`src/rtl/mic_map.vh`:
```
// Constants for the core interrupt controller: option register, vectors, modes.
// Assumes inclusion by bare name from files under rtl/.
`ifndef MIC_MAP_VH
`define MIC_MAP_VH

// ----------------------------------------------------------------------------
// Option register
// ----------------------------------------------------------------------------
`define MIC_OPT_ADDR 8'hC8
`define MIC_OPT_RESET 8'h00
`define MIC_OPT_V1_LEVEL 6
`define MIC_OPT_SYNC_EDGE 5
`define MIC_OPT_GEN 4

// ----------------------------------------------------------------------------
// Vector addresses and source indices
// ----------------------------------------------------------------------------
`define MIC_VEC_NMI 12'hFFC
`define MIC_VEC_1 12'hFF6
`define MIC_VEC_SYNC 12'hFF4
`define MIC_VEC_TMR1 12'hFF2
`define MIC_VEC_TMR2 12'hFF0
`define MIC_SRC_V1 0
`define MIC_SRC_SYNC 1
`define MIC_SRC_TMR1 2
`define MIC_SRC_TMR2 3

// ----------------------------------------------------------------------------
// Flag set selectors
// ----------------------------------------------------------------------------
`define MIC_FS_NORMAL 2'h0
`define MIC_FS_IRQ 2'h1
`define MIC_FS_NMI 2'h2

`endif

```
`src/rtl/mic_edge_latch.v`:
```
// Single-request edge latch: one stored request, extra events are dropped.
// Assumes the input is synchronous to clk_i.
`timescale 1ns/100ps
module mic_edge_latch
(
    input wire clk_i,
    input wire rst_n_i,
    input wire sig_i,
    input wire rise_sel_i,
    input wire enable_i,
    input wire clear_i,
    output reg pend_o
);
    reg prev_r;
    wire edge_seen;

    assign edge_seen = rise_sel_i ? (sig_i & ~prev_r) : (~sig_i & prev_r);

    always @(posedge clk_i or negedge rst_n_i)
    begin
        if (!rst_n_i)
        begin
            prev_r <= 1'b0;
            pend_o <= 1'b0;
        end
        else
        begin
            prev_r <= sig_i;
            // Set wins over a same-cycle clear so no event is lost
            if (enable_i && edge_seen)
                pend_o <= 1'b1;
            else if (clear_i)
                pend_o <= 1'b0;
        end
    end
endmodule

```
`src/rtl/mic_ret_stack.v`:
```
// Hardware return stack for program counter values, register read data.
// Assumes push and pop never coincide; overflow wraps silently.
`timescale 1ns/100ps
module mic_ret_stack
#(
    parameter WIDTH = 12,
    parameter DEPTH = 6,
    parameter PTR_W = 3
)
(
    input wire clk_i,
    input wire rst_n_i,
    input wire push_i,
    input wire pop_i,
    input wire [WIDTH-1:0] push_data_i,
    output reg [WIDTH-1:0] top_o
);
    reg [WIDTH-1:0] mem_r [0:DEPTH-1];
    localparam [31:0] LAST_W = DEPTH - 1;
    localparam [PTR_W-1:0] LAST_IDX = LAST_W[PTR_W-1:0];
    reg [PTR_W-1:0] sp_r;
    wire [PTR_W-1:0] sp_dec;

    // Pointer wraps both ways so it never leaves the array
    assign sp_dec = (sp_r == {PTR_W{1'b0}}) ? LAST_IDX : sp_r - {{(PTR_W-1){1'b0}}, 1'b1};

    always @(posedge clk_i)
    begin
        if (push_i)
            mem_r[sp_r] <= push_data_i;
    end

    always @(posedge clk_i or negedge rst_n_i)
    begin
        if (!rst_n_i)
        begin
            sp_r <= {PTR_W{1'b0}};
            top_o <= {WIDTH{1'b0}};
        end
        else if (push_i)
        begin
            sp_r <= (sp_r == LAST_IDX) ? {PTR_W{1'b0}} : sp_r + 1'b1;
            top_o <= push_data_i;
        end
        else if (pop_i)
        begin
            sp_r <= sp_dec;
            top_o <= mem_r[sp_dec];
        end
    end
endmodule

```
`src/rtl/mic_irq_ctrl.v`:
```
// Interrupt controller of the 8-bit core: priority, latching, entry and return.
// Assumes core strobes are one-cycle pulses synchronous to clk_i.
`timescale 1ns/100ps
`include "mic_map.vh"
module mic_irq_ctrl
#(
    parameter PC_W = 12,
    parameter STACK_DEPTH = 6
)
(
    input wire clk_i,
    input wire rst_n_i,
    // Data space write port
    input wire data_wr_i,
    input wire [7:0] data_addr_i,
    input wire [7:0] data_wdata_i,
    // Sources
    input wire infrared_input_pin_i,
    input wire infrared_enable_i,
    input wire vector1_src_i,
    input wire vsync_i,
    input wire vsync_enable_i,
    input wire timer1_request_flag_i,
    input wire timer1_request_mask_i,
    input wire timer2_request_flag_i,
    input wire timer2_request_mask_i,
    // Core sequencer
    input wire last_cycle_i,
    input wire return_from_interrupt_i,
    input wire [PC_W-1:0] pc_i,
    input wire carry_i,
    input wire zero_i,
    input wire flags_we_i,
    output reg irq_take_o,
    output reg [PC_W-1:0] pc_load_o,
    output reg pc_load_en_o,
    output reg [PC_W-1:0] ret_pc_o,
    output reg carry_o,
    output reg zero_o,
    output reg [1:0] flag_set_o,
    output reg timer1_ack_o,
    output reg timer2_ack_o
);

    // ------------------------------------------------------------------------
    // Mode states
    // ------------------------------------------------------------------------
    localparam ST_NORMAL = 3'b001;
    localparam ST_IRQ = 3'b010;
    localparam ST_NMI = 3'b100;

    // ------------------------------------------------------------------------
    // Option register
    // ------------------------------------------------------------------------
    reg v1_level_r;
    reg sync_rise_r;
    reg gen_r;
    wire opt_wr;

    assign opt_wr = data_wr_i && (data_addr_i == `MIC_OPT_ADDR);

    // Write-only: nothing here ever drives read data
    always @(posedge clk_i or negedge rst_n_i)
    begin
        if (!rst_n_i)
        begin
            v1_level_r <= 1'b0;
            sync_rise_r <= 1'b0;
            gen_r <= 1'b0;
        end
        else if (opt_wr)
        begin
            v1_level_r <= data_wdata_i[`MIC_OPT_V1_LEVEL];
            sync_rise_r <= data_wdata_i[`MIC_OPT_SYNC_EDGE];
            gen_r <= data_wdata_i[`MIC_OPT_GEN];
            // Bits 7 and 3..0 are dropped on the floor
        end
    end

    // ------------------------------------------------------------------------
    // Source latches
    // ------------------------------------------------------------------------
    reg [2:0] state_r;
    reg [2:0] state_nxt;
    reg [1:0] ret_mode_r;
    reg entry_r;
    reg entry_nmi_r;
    reg [3:0] entry_src_r;
    wire nmi_pend;
    wire v1_edge_pend;
    wire sync_pend;
    wire clr_nmi;
    wire clr_v1;
    wire clr_sync;

    assign clr_nmi = entry_r && entry_nmi_r;
    assign clr_v1 = entry_r && entry_src_r[`MIC_SRC_V1];
    assign clr_sync = entry_r && entry_src_r[`MIC_SRC_SYNC];

    mic_edge_latch u_nmi_latch
    (
        .clk_i(clk_i),
        .rst_n_i(rst_n_i),
        .sig_i(infrared_input_pin_i),
        .rise_sel_i(1'b1),
        .enable_i(infrared_enable_i),
        .clear_i(clr_nmi),
        .pend_o(nmi_pend)
    );

    mic_edge_latch u_v1_latch
    (
        .clk_i(clk_i),
        .rst_n_i(rst_n_i),
        .sig_i(vector1_src_i),
        .rise_sel_i(1'b0),
        .enable_i(~v1_level_r),
        .clear_i(clr_v1),
        .pend_o(v1_edge_pend)
    );

    // Sync source disabled means its line is held low
    mic_edge_latch u_sync_latch
    (
        .clk_i(clk_i),
        .rst_n_i(rst_n_i),
        .sig_i(vsync_i & vsync_enable_i),
        .rise_sel_i(sync_rise_r),
        .enable_i(vsync_enable_i),
        .clear_i(clr_sync),
        .pend_o(sync_pend)
    );

    // ------------------------------------------------------------------------
    // Request vector and priority
    // ------------------------------------------------------------------------
    wire [3:0] raw_req;
    wire [3:0] req;
    wire [3:0] sel;
    wire mask_ok;
    wire take_nmi;
    wire take_mask;

    // Level request on vector 1 must hold through the sampling cycle
    assign raw_req[`MIC_SRC_V1] = v1_level_r ? ~vector1_src_i : v1_edge_pend;
    assign raw_req[`MIC_SRC_SYNC] = sync_pend;
    assign raw_req[`MIC_SRC_TMR1] = timer1_request_flag_i & timer1_request_mask_i;
    assign raw_req[`MIC_SRC_TMR2] = timer2_request_flag_i & timer2_request_mask_i;
    assign req = gen_r ? raw_req : 4'h0;
    assign sel = req & (~req + 4'h1);

    assign mask_ok = (state_r == ST_NORMAL);
    // Keep out of a second entry until the vector cycle is done
    assign take_nmi = last_cycle_i && !entry_r && nmi_pend && (state_r != ST_NMI);
    assign take_mask = last_cycle_i && !entry_r && !take_nmi && mask_ok && (|req);

    function [PC_W-1:0] vec_addr;
        input is_nmi;
        input [3:0] s;
        begin
            if (is_nmi)
                vec_addr = `MIC_VEC_NMI;
            else if (s[`MIC_SRC_V1])
                vec_addr = `MIC_VEC_1;
            else if (s[`MIC_SRC_SYNC])
                vec_addr = `MIC_VEC_SYNC;
            else if (s[`MIC_SRC_TMR1])
                vec_addr = `MIC_VEC_TMR1;
            else
                vec_addr = `MIC_VEC_TMR2;
        end
    endfunction

    // ------------------------------------------------------------------------
    // Return stack
    // ------------------------------------------------------------------------
    wire stk_push;
    wire stk_pop;
    wire [PC_W-1:0] stk_top;

    assign stk_push = take_nmi | take_mask;
    assign stk_pop = return_from_interrupt_i && last_cycle_i && !entry_r;

    mic_ret_stack #(.WIDTH(PC_W), .DEPTH(STACK_DEPTH), .PTR_W(3)) u_stack
    (
        .clk_i(clk_i),
        .rst_n_i(rst_n_i),
        .push_i(stk_push),
        .pop_i(stk_pop),
        .push_data_i(pc_i),
        .top_o(stk_top)
    );

    // ------------------------------------------------------------------------
    // Mode state machine
    // ------------------------------------------------------------------------
    // Return mode remembers whether the NMI hit normal or interrupt mode
    always @*
    begin
        state_nxt = state_r;
        case (state_r)
            ST_NORMAL:
            begin
                if (take_nmi)
                    state_nxt = ST_NMI;
                else if (take_mask)
                    state_nxt = ST_IRQ;
            end
            ST_IRQ:
            begin
                if (take_nmi)
                    state_nxt = ST_NMI;
                else if (stk_pop)
                    state_nxt = ST_NORMAL;
            end
            ST_NMI:
            begin
                if (stk_pop)
                    state_nxt = (ret_mode_r == `MIC_FS_IRQ) ? ST_IRQ : ST_NORMAL;
            end
            default:
                state_nxt = ST_NMI;
        endcase
    end

    always @(posedge clk_i or negedge rst_n_i)
    begin
        if (!rst_n_i)
        begin
            state_r <= ST_NMI;
            ret_mode_r <= `MIC_FS_NORMAL;
            entry_r <= 1'b0;
            entry_nmi_r <= 1'b0;
            entry_src_r <= 4'h0;
        end
        else
        begin
            state_r <= state_nxt;
            if (take_nmi)
                ret_mode_r <= (state_r == ST_IRQ) ? `MIC_FS_IRQ : `MIC_FS_NORMAL;
            entry_r <= stk_push;
            entry_nmi_r <= take_nmi;
            entry_src_r <= take_mask ? sel : 4'h0;
        end
    end

    // ------------------------------------------------------------------------
    // Flag sets: normal, interrupt, NMI
    // ------------------------------------------------------------------------
    reg [2:0] carry_set_r;
    reg [2:0] zero_set_r;
    wire [1:0] cur_fs;
    wire [1:0] nxt_fs;

    function [1:0] fs_of;
        input [2:0] st;
        begin
            case (st)
                ST_NORMAL: fs_of = `MIC_FS_NORMAL;
                ST_IRQ: fs_of = `MIC_FS_IRQ;
                default: fs_of = `MIC_FS_NMI;
            endcase
        end
    endfunction

    assign cur_fs = fs_of(state_r);
    assign nxt_fs = fs_of(state_nxt);

    // Banked flags mean the routine never has to save them
    always @(posedge clk_i or negedge rst_n_i)
    begin
        if (!rst_n_i)
        begin
            carry_set_r <= 3'h0;
            zero_set_r <= 3'h0;
        end
        else if (flags_we_i)
        begin
            carry_set_r[cur_fs] <= carry_i;
            zero_set_r[cur_fs] <= zero_i;
        end
    end

    // ------------------------------------------------------------------------
    // Outputs toward the core
    // ------------------------------------------------------------------------
    reg pop_dly_r;

    always @(posedge clk_i or negedge rst_n_i)
    begin
        if (!rst_n_i)
        begin
            pop_dly_r <= 1'b0;
            irq_take_o <= 1'b0;
            pc_load_o <= {PC_W{1'b0}};
            pc_load_en_o <= 1'b0;
            ret_pc_o <= {PC_W{1'b0}};
            carry_o <= 1'b0;
            zero_o <= 1'b0;
            flag_set_o <= `MIC_FS_NMI;
            timer1_ack_o <= 1'b0;
            timer2_ack_o <= 1'b0;
        end
        else
        begin
            irq_take_o <= stk_push;
            // Vector load is the special cycle after the push
            pc_load_en_o <= entry_r;
            if (stk_push)
                pc_load_o <= vec_addr(take_nmi, sel);
            pop_dly_r <= stk_pop;
            // Stack top holds the popped address one cycle after the pop
            if (pop_dly_r)
                ret_pc_o <= stk_top;
            flag_set_o <= nxt_fs;
            // Write-through keeps outputs current within the same set
            if (flags_we_i && nxt_fs == cur_fs)
            begin
                carry_o <= carry_i;
                zero_o <= zero_i;
            end
            else
            begin
                carry_o <= carry_set_r[nxt_fs];
                zero_o <= zero_set_r[nxt_fs];
            end
            // Timers hold their own latch; ack clears it
            timer1_ack_o <= take_mask && sel[`MIC_SRC_TMR1];
            timer2_ack_o <= take_mask && sel[`MIC_SRC_TMR2];
        end
    end

endmodule

```
`config.mk`:
```
export PLATFORM = sky130hd
export DESIGN_NAME = mic_irq_ctrl
export DESIGN_NICKNAME = d
export VERILOG_FILES = /design/src/rtl/mic_edge_latch.v /design/src/rtl/mic_ret_stack.v /design/src/rtl/mic_irq_ctrl.v
export VERILOG_INCLUDE_DIRS = /design/src /design/src/rtl
export SDC_FILE = /design/constraint.sdc
export NUM_CORES = 1
export LEC_CHECK = 0
export BUFFER_PORTS_ARGS = -buffer_cell sky130_fd_sc_hd__buf_4
export CAP_MARGIN = 20
export CORE_ASPECT_RATIO = 0.7
export CORE_MARGIN = 1
export CORE_UTILIZATION = 40
export DETAILED_ROUTE_END_ITERATION = 8
export PLACE_DENSITY = 0.69
export REMOVE_ABC_BUFFERS = 1
export SLEW_MARGIN = 10
export SYNTH_ARGS = -nofsm -noshare
export SYNTH_HDL_FRONTEND = slang
export SYNTH_HIERARCHICAL = 1
export SYNTH_SLANG_ARGS = --single-unit
```
`constraint.sdc`:
```
create_clock -name clk_i -period 4.5 [get_ports clk_i]
set_input_delay 0.225 -clock clk_i [delete_from_list [all_inputs] [get_ports clk_i]]
set_output_delay 0.225 -clock clk_i [all_outputs]
set_load 0.02 [all_outputs]
```
Word-level counts from Yosys, hierarchy flattened
Memories as Yosys holds them, arrays and structs flattened.
Index checks and enable logic that the tools add are counted.
- memory bits (read-only): 0
- latch bits: 0
- register bits: 71
- word-level logic and storage cells: 128
- output and inout bits: 32
- memories: 1
- bits in writable memories: 72
- magnitude comparators: 3
- equality and inequality tests: 10
- multipliers: 0
- multiplexer cells: 42
- shift operators: 0
- $add $sub $neg: 3
- divide/modulo/power cells: 0
- reductions and logical operators: 27
- bitwise logic cells: 15
- memories (name ; depth ; bits a word ; read ports ; clocked after memory_dff ; write ports ; line ; text):
    u_stack.mem_r ; 6 ; 12 ; 1 ; 0 ; 1 ; mic_ret_stack.v:18 ; reg [WIDTH-1:0] mem_r [0:DEPTH-1];
- operators by type and width (kind ; number):
    $mux W3 ; 11
    $mux W12 ; 2
    $logic_and A1 B1 Y1 ; 19
    $mux W1 ; 16
    $pmux W3 S3 ; 1
    $eq A8 B8 Y1 const B ; 1
    $mux W4 ; 2
    $pmux W2 S2 ; 2
    $reduce_bool A2 Y1 ; 4
    $and A1 B1 Y1 ; 7
    $bwmux W3 ; 2
    $eq A3 B1 Y1 const B ; 2
    $eq A3 B2 Y1 const B ; 2
    $eq A3 B3 Y1 const B ; 2
    $lt A2 B3 Y1 const B ; 2
    $mux W2 ; 3
    $not A1 Y1 ; 5
    $add A4 B1 Y4 const B ; 1
    $and A4 B4 Y4 ; 1
    $bmux W1 S2 ; 2
    $not A4 Y4 ; 1
    $reduce_or A4 Y1 ; 1
    $add A3 B1 Y3 const B ; 1
    $logic_not A3 Y1 ; 1
    other kinds (8) ; 9

Longest topological paths before layout
Gate-level depths: netlist of run 1.
- depth in word-level cells: 16
- gate-level depth with buffers: 10
- gate-level depth less buffers: 8

Hierarchy
The synthesis of run 1 kept the hierarchy.
- by module, submodules not included (module ; area an instance (um^2) ; cells an instance ; seq. area each (um^2) ; instances):
    mic_ret_stack ; 3612.2 ; 239 ; 2537.4 ; 1
    mic_irq_ctrl ; 1828.0 ; 147 ; 1028.5 ; 1
    mic_edge_latch ; 81.3 ; 6 ; 50.0 ; 3

Worst setup path before layout of run 1
No wires, ideal clock.
- path kind: register -> register
- start: register state_r[1]
- end: memory u_stack.mem_r[3][0], enable pin
- library setup time: 399 ps
- period minus slack after synthesis: 3175 ps
- cell stages (with the launch flop): 8
- buffers on the path: 1
- arrival time: 2776 ps
- path slack: 1325 ps
- path through: dfrtp_1 -> or3b_4 -> nor3b_4 -> o311ai_4 -> nand2_1 -> clkbuf_1 -> nand2_1 -> nor3_1
- longest elaborated chain between the ends: 9
- elaborated cells on any way between the ends: 10
- classes of those cells: eq/ne: 2; mux: 2; bitwise: 1; reduce/logical: 5
- RTL lines (element ; line ; text):
    start, declared ; mic_irq_ctrl.v:83 ; reg [2:0] state_r;
    start signal, assigned ; mic_irq_ctrl.v:238 ; state_r <= state_nxt;
    $ne A3 B3 Y1 ; mic_irq_ctrl.v:154 ; assign take_nmi = last_cycle_i && !entry_r && nmi_pend && (state_r != ST_NMI);
    $logic_and A1 B1 Y1 ; mic_irq_ctrl.v:154 ;
    $logic_not A1 Y1 ; mic_irq_ctrl.v:155 ; assign take_mask = last_cycle_i && !entry_r && !take_nmi && mask_ok && (|req);
    $logic_and A1 B1 Y1 (3 in a row) ; mic_irq_ctrl.v:155 ;
    $or A1 B1 Y1 (*) ; mic_irq_ctrl.v:181 ; assign stk_push = take_nmi | take_mask;
    named net stk_push ; mic_irq_ctrl.v:177 ; wire stk_push;
    $mux W1 (*) ; mic_ret_stack.v:29 ; if (push_i)
    $mux W1 (not written as such) (*) ; mic_ret_stack.v:30 ; mem_r[sp_r] <= push_data_i;
    end, declared ; mic_ret_stack.v:18 ;
Mark *: on every way through the listed nets, which the timed path passes. The rest lies on a longest branch.

Final worst setup path of run 1
- start: register state_r[0]
- end: memory u_stack.mem_r[2][6], enable pin
The elaborated chain is that of the path after synthesis.

==> results.sh, run 1 <==
export IMPL_cts_clk_slew_worst_paths_ps=50
export IMPL_layout_commonest_cell="buf_4"
export IMPL_slew_violations=0
export IMPL_start_kind="register"
export IMPL_grt_pass1_vias=3613
export IMPL_die_area_um2=14700
export IMPL_fmax_mhz=320
export IMPL_drtIter0Drc=332
export IMPL_syn_avg_cell_area_um2=14.1
export IMPL_clock_path_buffers=2
export IMPL_rows=36
export IMPL_drc=0
export IMPL_yosys_area_share_simple=0.0986
export IMPL_die_y_um=102
export IMPL_synth_compound_area_frac=0.104
export IMPL_hold_path_class="input pin to register"
export IMPL_whs_path_depth=1
export IMPL_critPathMostFrequentCell="nand2_1"
export IMPL_finalNonFillerCells=691
export IMPL_vias=3737
export IMPL_worst_slew_pin_slew_ps=1010
export IMPL_multi_input_area_um2=1790
export IMPL_p_leak_uw=0.00281
export IMPL_final_cell_mix="buf_4 (83), edfxtp_1 (72), dfrtp_1 (60)"
export IMPL_synth_edf_count=72
export IMPL_clkSinkCount=134
export IMPL_drtPass1Iterations=5
export IMPL_min_delay_start="pc_i[8]"
export IMPL_dp_hpwl_um=8500
export IMPL_ys_ff_latch=134
export IMPL_synth_warnings=6
export IMPL_setup_viol_count_final=0
export IMPL_die_w_um=144
export IMPL_ys_flop_type="edfxtp_1"
export IMPL_endpoint_kind="register"
export IMPL_start_util=0.410
export IMPL_placed_cell_area_um2=6410
export IMPL_grt_ovfl_total=0
export IMPL_max_stage_delay_ps=570
export IMPL_worst_clock_skew_ps=8.11
export IMPL_post_drt_via_cell_ratio=5.41
export IMPL_fin_nets=534
export IMPL_area_delta_synth_final_pct=25.7
export IMPL_wirelength_um=12700
export IMPL_critical_path_class="register to register"
export IMPL_critPathMaxFanout=11
export IMPL_grt_usage=0.184
export IMPL_clk_latency_ps=420
export IMPL_ff2ff_setup_slack_ps=1380
export IMPL_powerDensity_nw_per_um2=606
export IMPL_cts_resized=0
export IMPL_grt_first_pass_wirelength_um=19500
export IMPL_post_cts_setup_buffers=0
export IMPL_diodes=0
export IMPL_io_buffers=70
export IMPL_drv_cap=0
export IMPL_irDropWorstVdd_mv=0.314
export IMPL_holdPathEnd="u_stack/mem_r[5][8]$_DFFE_PP_"
export IMPL_r2r_start="state_r[0]$_DFF_PN0_"
export IMPL_worstPathRequired_ps=4610
export IMPL_cts_buffers=17
export IMPL_io_pins=77
export IMPL_relSlewSlack=0.324
export IMPL_ant_nets=0
export IMPL_synth_mux_area_frac=0.105
export IMPL_cts_tree="yes"
export IMPL_fin_setup_tns_ps=0
export IMPL_critPathArrivalTime_ps=3230
export IMPL_ff_latch_area_um2=3720
export IMPL_cts_root_buf="clkbuf_16"
export IMPL_fill_cells=1168
export IMPL_core_area_um2=13900
export IMPL_crit_chain="or3b_4 -> nor3b_4 -> o311ai_4 -> nand2_1 -> nand2_1 -> nor3_1 -> buf_4"
export IMPL_rsz0062_at_grt="false"
export IMPL_netlist_instances=404
export IMPL_synthDistinctLibCells=54
export IMPL_htree_levels=4
export IMPL_grt_max_degree=63
export IMPL_gp_congestion=0.785
export IMPL_rr_endpoint="u_stack/mem_r[2][6]$_DFFE_PP_"
export IMPL_critPathSlowestCell="dfrtp_1"
export IMPL_ys_async_sr_fraction=0.463
export IMPL_layout_drive_gt1_share=0.303
export IMPL_synth_xor_area_frac=0.00154
export IMPL_fin_area_um2=7140
export IMPL_dp_cells=656
export IMPL_min_period_ps=3120
export IMPL_synth_top_family_by_area="multiplexers"
export IMPL_status="finished, final reports clean"
export IMPL_fin_crit_sh=0.693
export IMPL_reg2reg_depth=7
export IMPL_seq_area_frac_synth=0.654
export IMPL_antenna_found_initial=0
export IMPL_synth_adder_area_share=0.00220
export IMPL_hold_viol=0
export IMPL_wl_per_cell_um=18.3
export IMPL_synth_area_um2=5680
power by group:
part,internal [uW],switching (uW),total (uW),leakage [uW]
Combinational,497,606,1100,0.00108
Clock,1050,512,1560,0.000345
Sequential,1490,182,1670,0.00138
Total,3030,1300,4330,0.00281
state kept, by name, summed over array words and instances (netlist names), 3 cells and up:
| signal | cells |
|---|---|
| u_stack/mem_r | 72 |
| ret_pc_o | 12 |
| u_stack/top_o | 12 |
| pc_load_o | 4 |
| carry_set_r | 3 |
| state_r | 3 |
| u_stack/sp_r | 3 |
| zero_set_r | 3 |
final cells by class:
class,count,area share
multi-input combinational,237,0.251
clock buffer,28,0.0905
tap,190,0.0333
timing repair buffer,86,0.0914
sequential,134,0.520
clock inverter,4,0.00753
inverter,12,0.00630
synthesized netlist by cell type (all sizes together) (3+ instances only):
cell type  instances  area share
nor2              26       0.017
nor3b              7       0.012
and2               5      0.0055
nor3               8      0.0070
nand2             22       0.015
nand3b             3      0.0040
nand4bb            3      0.0059
dfrtp             60        0.26
a211o              3      0.0046
a211oi             6      0.0079
a21oi              8      0.0090
edfxtp            72        0.38
mux2i             19       0.033
clkbuf             5      0.0033
a31oi              4      0.0044
inv               12      0.0079
o211ai             8       0.011
nand4b             3      0.0046
o21ai              6      0.0073
o21a               7      0.0092
nand3              6      0.0053
buf               19       0.023
a221oi             5      0.0077
a22oi              6      0.0079
nand2b             8      0.0088
o221ai            10       0.015
mux2              32       0.063
o22ai              8      0.0088
metal layers:
layer,track usage,part of all wire,vias to the layer above
li1,-,-,1698
met1,0.259,0.45,1878
met2,0.273,0.47,143
met3,0.0478,0.068,18
met4,0.0704,0.013,0
met5,0,0,-
critical path: cells and delay by family, from the launching register on:
kind	cells	cell delay, ps
buf+inv	1	320
flops	1	570
compound gates	1	250
simple gates	5	1680
worst max-delay path by stage:
stage	startpoint	end	slack (ps)
floorplan	state_r[0]$_DFF_PN0_	u_stack/mem_r[3][0]$_DFFE_PP_	1140
global placement	state_r[0]$_DFF_PN0_	u_stack/mem_r[2][1]$_DFFE_PP_	1540
detailed placement	state_r[0]$_DFF_PN0_	u_stack/mem_r[2][3]$_DFFE_PP_	1320
CTS	state_r[0]$_DFF_PN0_	u_stack/mem_r[2][8]$_DFFE_PP_	1320
global route	state_r[0]$_DFF_PN0_	u_stack/mem_r[2][6]$_DFFE_PP_	1170
finish	state_r[0]$_DFF_PN0_	u_stack/mem_r[2][6]$_DFFE_PP_	1380
cell families (layout without fill, tap and decap cells):
kind of cell | Yosys count | after routing
flip-flops | 134 | 134
other | 2 | 5
buffers and inverters | 36 | 130
multiplexers | 53 | 53
XOR/XNOR | 1 | 1
adder cells (fa/ha/maj) | 1 | 1
AO/OA/AOI/OAI | 76 | 76
AND/OR/NAND/NOR | 101 | 101
timing repair:
item / CTS / global route
endpoints found under the setup margin: 0 / 0
endpoints found under the hold margin: 62 / 0
hold buffers: 3 / 0
metrics by stage:
step                      setup slack (ps)   util  hold WS, ps  power [uW]
final                                 1380  0.515         38.4        4330
after global routing                  1170  0.515         24.4        4520
after CTS                             1320  0.515         22.2        4350
after detailed placement              1320  0.462          356        2780
after global placement                1540  0.462          350        2730
after floorplan                       1140      -        -70.6        2350
(Power assumes the default switching activity.)
==> inputs of run 2 (changes only) <==
Settings changed: PLACE_DENSITY 0.69 to 0.71.
Clock period 4.5 ns to 2.5 ns, I/O delays scaled along.
==> run 2 against run 1 <==
Register-to-register slack got worse by 1300 ps. Critical endpoint is now u_stack/mem_r[2][9]$_DFFE_PP_. Largest cell class unchanged. Highest routed layer unchanged. Final area is 3.7% higher. Global-route usage increased by 0.15 points. Clock-buffer cell count fell by 10. Setup slack got worse by 1300 ps.
==> results.sh, run 2 (synthesis gave the netlist of run 1 again) <==
export IMPL_cts_clk_slew_worst_paths_ps=60
export IMPL_largest_register_ff_count=72
export IMPL_clk_latency_ps=420
export IMPL_htree_levels=4
export IMPL_hold_viol=0
export IMPL_worstPathRequired_ps=2610
export IMPL_wl_per_cell_um=17.5
export IMPL_fin_setup_tns_ps=0
export IMPL_fin_crit_sh=0.958
export IMPL_relSlewSlack=0.448
export IMPL_critPathSlowestCell="or3b_4"
export IMPL_grt_util_met3=0.0530
export IMPL_setup_viol_count_final=0
export IMPL_layout_drive_gt1_share=0.321
export IMPL_ant_nets=0
export IMPL_critPathMaxFanout=9
export IMPL_io_pins=77
export IMPL_whs_path_depth=3
export IMPL_cts_tree="yes"
export IMPL_critPathMostFrequentCell="nand2_1"
export IMPL_rows=36
export IMPL_layout_commonest_cell="buf_4"
export IMPL_grt_usage=0.185
export IMPL_irDropWorstVdd_mv=0.530
export IMPL_drv_cap=0
export IMPL_drtPass1Iterations=4
export IMPL_max_stage_delay_ps=430
export IMPL_fin_area_um2=7410
export IMPL_clock_path_buffers=2
export IMPL_die_w_um=144
export IMPL_grt_busiest_layer="met2"
export IMPL_cts_buffers=17
export IMPL_postLayoutCoreUtil=0.534
export IMPL_worst_slew_pin_slew_ps=827
export IMPL_final_cell_mix="buf_4 (101), edfxtp_1 (72), dfrtp_1 (60)"
export IMPL_start_kind="register"
export IMPL_min_period_ps=2400
export IMPL_gr_usage_met1=0.263
export IMPL_grt_max_degree=63
export IMPL_critical_path_class="register to register"
export IMPL_reg2reg_depth=7
export IMPL_status="finished, final reports clean"
export IMPL_crit_chain="or3b_4 -> nor3b_4 -> o311ai_4 -> nand2_1 -> nand2_1 -> nor3_1 -> buf_4"
export IMPL_dp_hpwl_um=8590
export IMPL_clkSinkCount=134
export IMPL_powerDensity_nw_per_um2=1020
export IMPL_rsz0062_at_grt="false"
export IMPL_hold_path_class="input pin to register"
export IMPL_io_buffers=70
export IMPL_area_delta_synth_final_pct=30.4
export IMPL_grt_first_pass_wirelength_um=19900
export IMPL_fin_nets=575
export IMPL_grt_pass1_vias=3716
export IMPL_post_drt_via_cell_ratio=5.27
export IMPL_drc=0
export IMPL_endpoint_kind="register"
export IMPL_wirelength_um=12800
export IMPL_diodes=0
export IMPL_gp_congestion=0.822
export IMPL_vias=3861
export IMPL_drtIter0Drc=316
export IMPL_p_leak_uw=0.00292
export IMPL_worst_clock_skew_ps=10.3
export IMPL_grtUsageMet2=0.275
export IMPL_start_util=0.410
export IMPL_core_area_um2=13900
export IMPL_cts_root_buf="clkbuf_16"
export IMPL_placed_cell_area_um2=6570
export IMPL_die_area_um2=14700
export IMPL_grt_ovfl_total=0
export IMPL_regMostFlops="u_stack/mem_r"
export IMPL_critPathArrivalTime_ps=2510
export IMPL_largestRegisters="u_stack/mem_r: 72 flops, ret_pc_o: 12 flops, u_stack/top_o: 12 flops"
export IMPL_fmax_mhz=417
export IMPL_slew_violations=0
export IMPL_antenna_found_initial=0
export IMPL_die_y_um=102
run 2: cell count changes in the layout (fill, tap and decap cells not counted), sizes merged:
cell,delta
dlygate4sd3,+22
clkbuf,-10
bufinv,+1
buf,+19
inv,+1
clkinvlp,+7
clkinv,+1
run 2: layer usage:
| metal | share of wire | vias to the layer above |
|---|---|---|
| met4 | 0.010 | 0 |
| met2 | 0.47 | 124 |
| met3 | 0.054 | 12 |
| met5 | 0 | - |
| met1 | 0.46 | 1945 |
| li1 | - | 1780 |
run 2: what timing repair did:
action,in CTS,in global routing
endpoints found under the setup margin,0,16
hold buffers,25,0
buffers inserted,0,0
resized for setup,0,2
hold endpoints to repair,152,0
run 2: final timing paths:
kind | start | to | slack [ps]
setup / recovery | state_r[1]$_DFF_PN0_ | u_stack/mem_r[2][9]$_DFFE_PP_ | 100
setup reg to reg | state_r[1]$_DFF_PN0_ | u_stack/mem_r[2][9]$_DFFE_PP_ | 100
hold reg to reg | pc_load_o[3]$_DFFE_PN0P_ | pc_load_o[3]$_DFFE_PN0P_ | 480
max in group asynchronous | rst_n_i | carry_set_r[0]$_DFFE_PN0P_ | 1600
min in group asynchronous | rst_n_i | u_sync_latch/prev_r$_DFF_PN0_ | 350
hold / removal | timer1_request_mask_i | timer1_ack_o$_DFF_PN0_ | 30
run 2: power breakdown:
part / switching, uW / total, uW / internal [uW]
Combinational: 1230 / 2270 / 1040
Sequential: 202 / 2880 / 2680
Clock: 972 / 2440 / 1470
Total: 2410 / 7590 / 5180
run 2: cell type report:
class / instances / area (um2)
clock buffer: 18 / 429
clock inverter: 14 / 153
fill: 1153 / 6460
inverter: 12 / 45.0
multi-input combinational: 237 / 1800
sequential: 134 / 3720
tap: 190 / 238
timing repair buffer: 127 / 1030
run 2: through the flow:
step / power, uW / worst slack (ps) / hold WS [ps] / cells
global placement: 5060 / 194 / 251 / 675
global route: 7950 / 22.5 / 35.0 / 732
CTS: 7620 / 71.8 / 16.4 / 732
finish: 7590 / 104 / 33.3 / 732
detailed placement: 5130 / 91.8 / 256 / 675
floorplan: 4220 / -858 / -171 / 383
run 2: worst max-delay path: cells and delay by family (launching register included):
family / cells / cell delay [ps]
AO/OA/AOI/OAI: 1 / 150
buffers and inverters: 1 / 250
flip-flops: 1 / 410
AND/OR/NAND/NOR: 5 / 1280
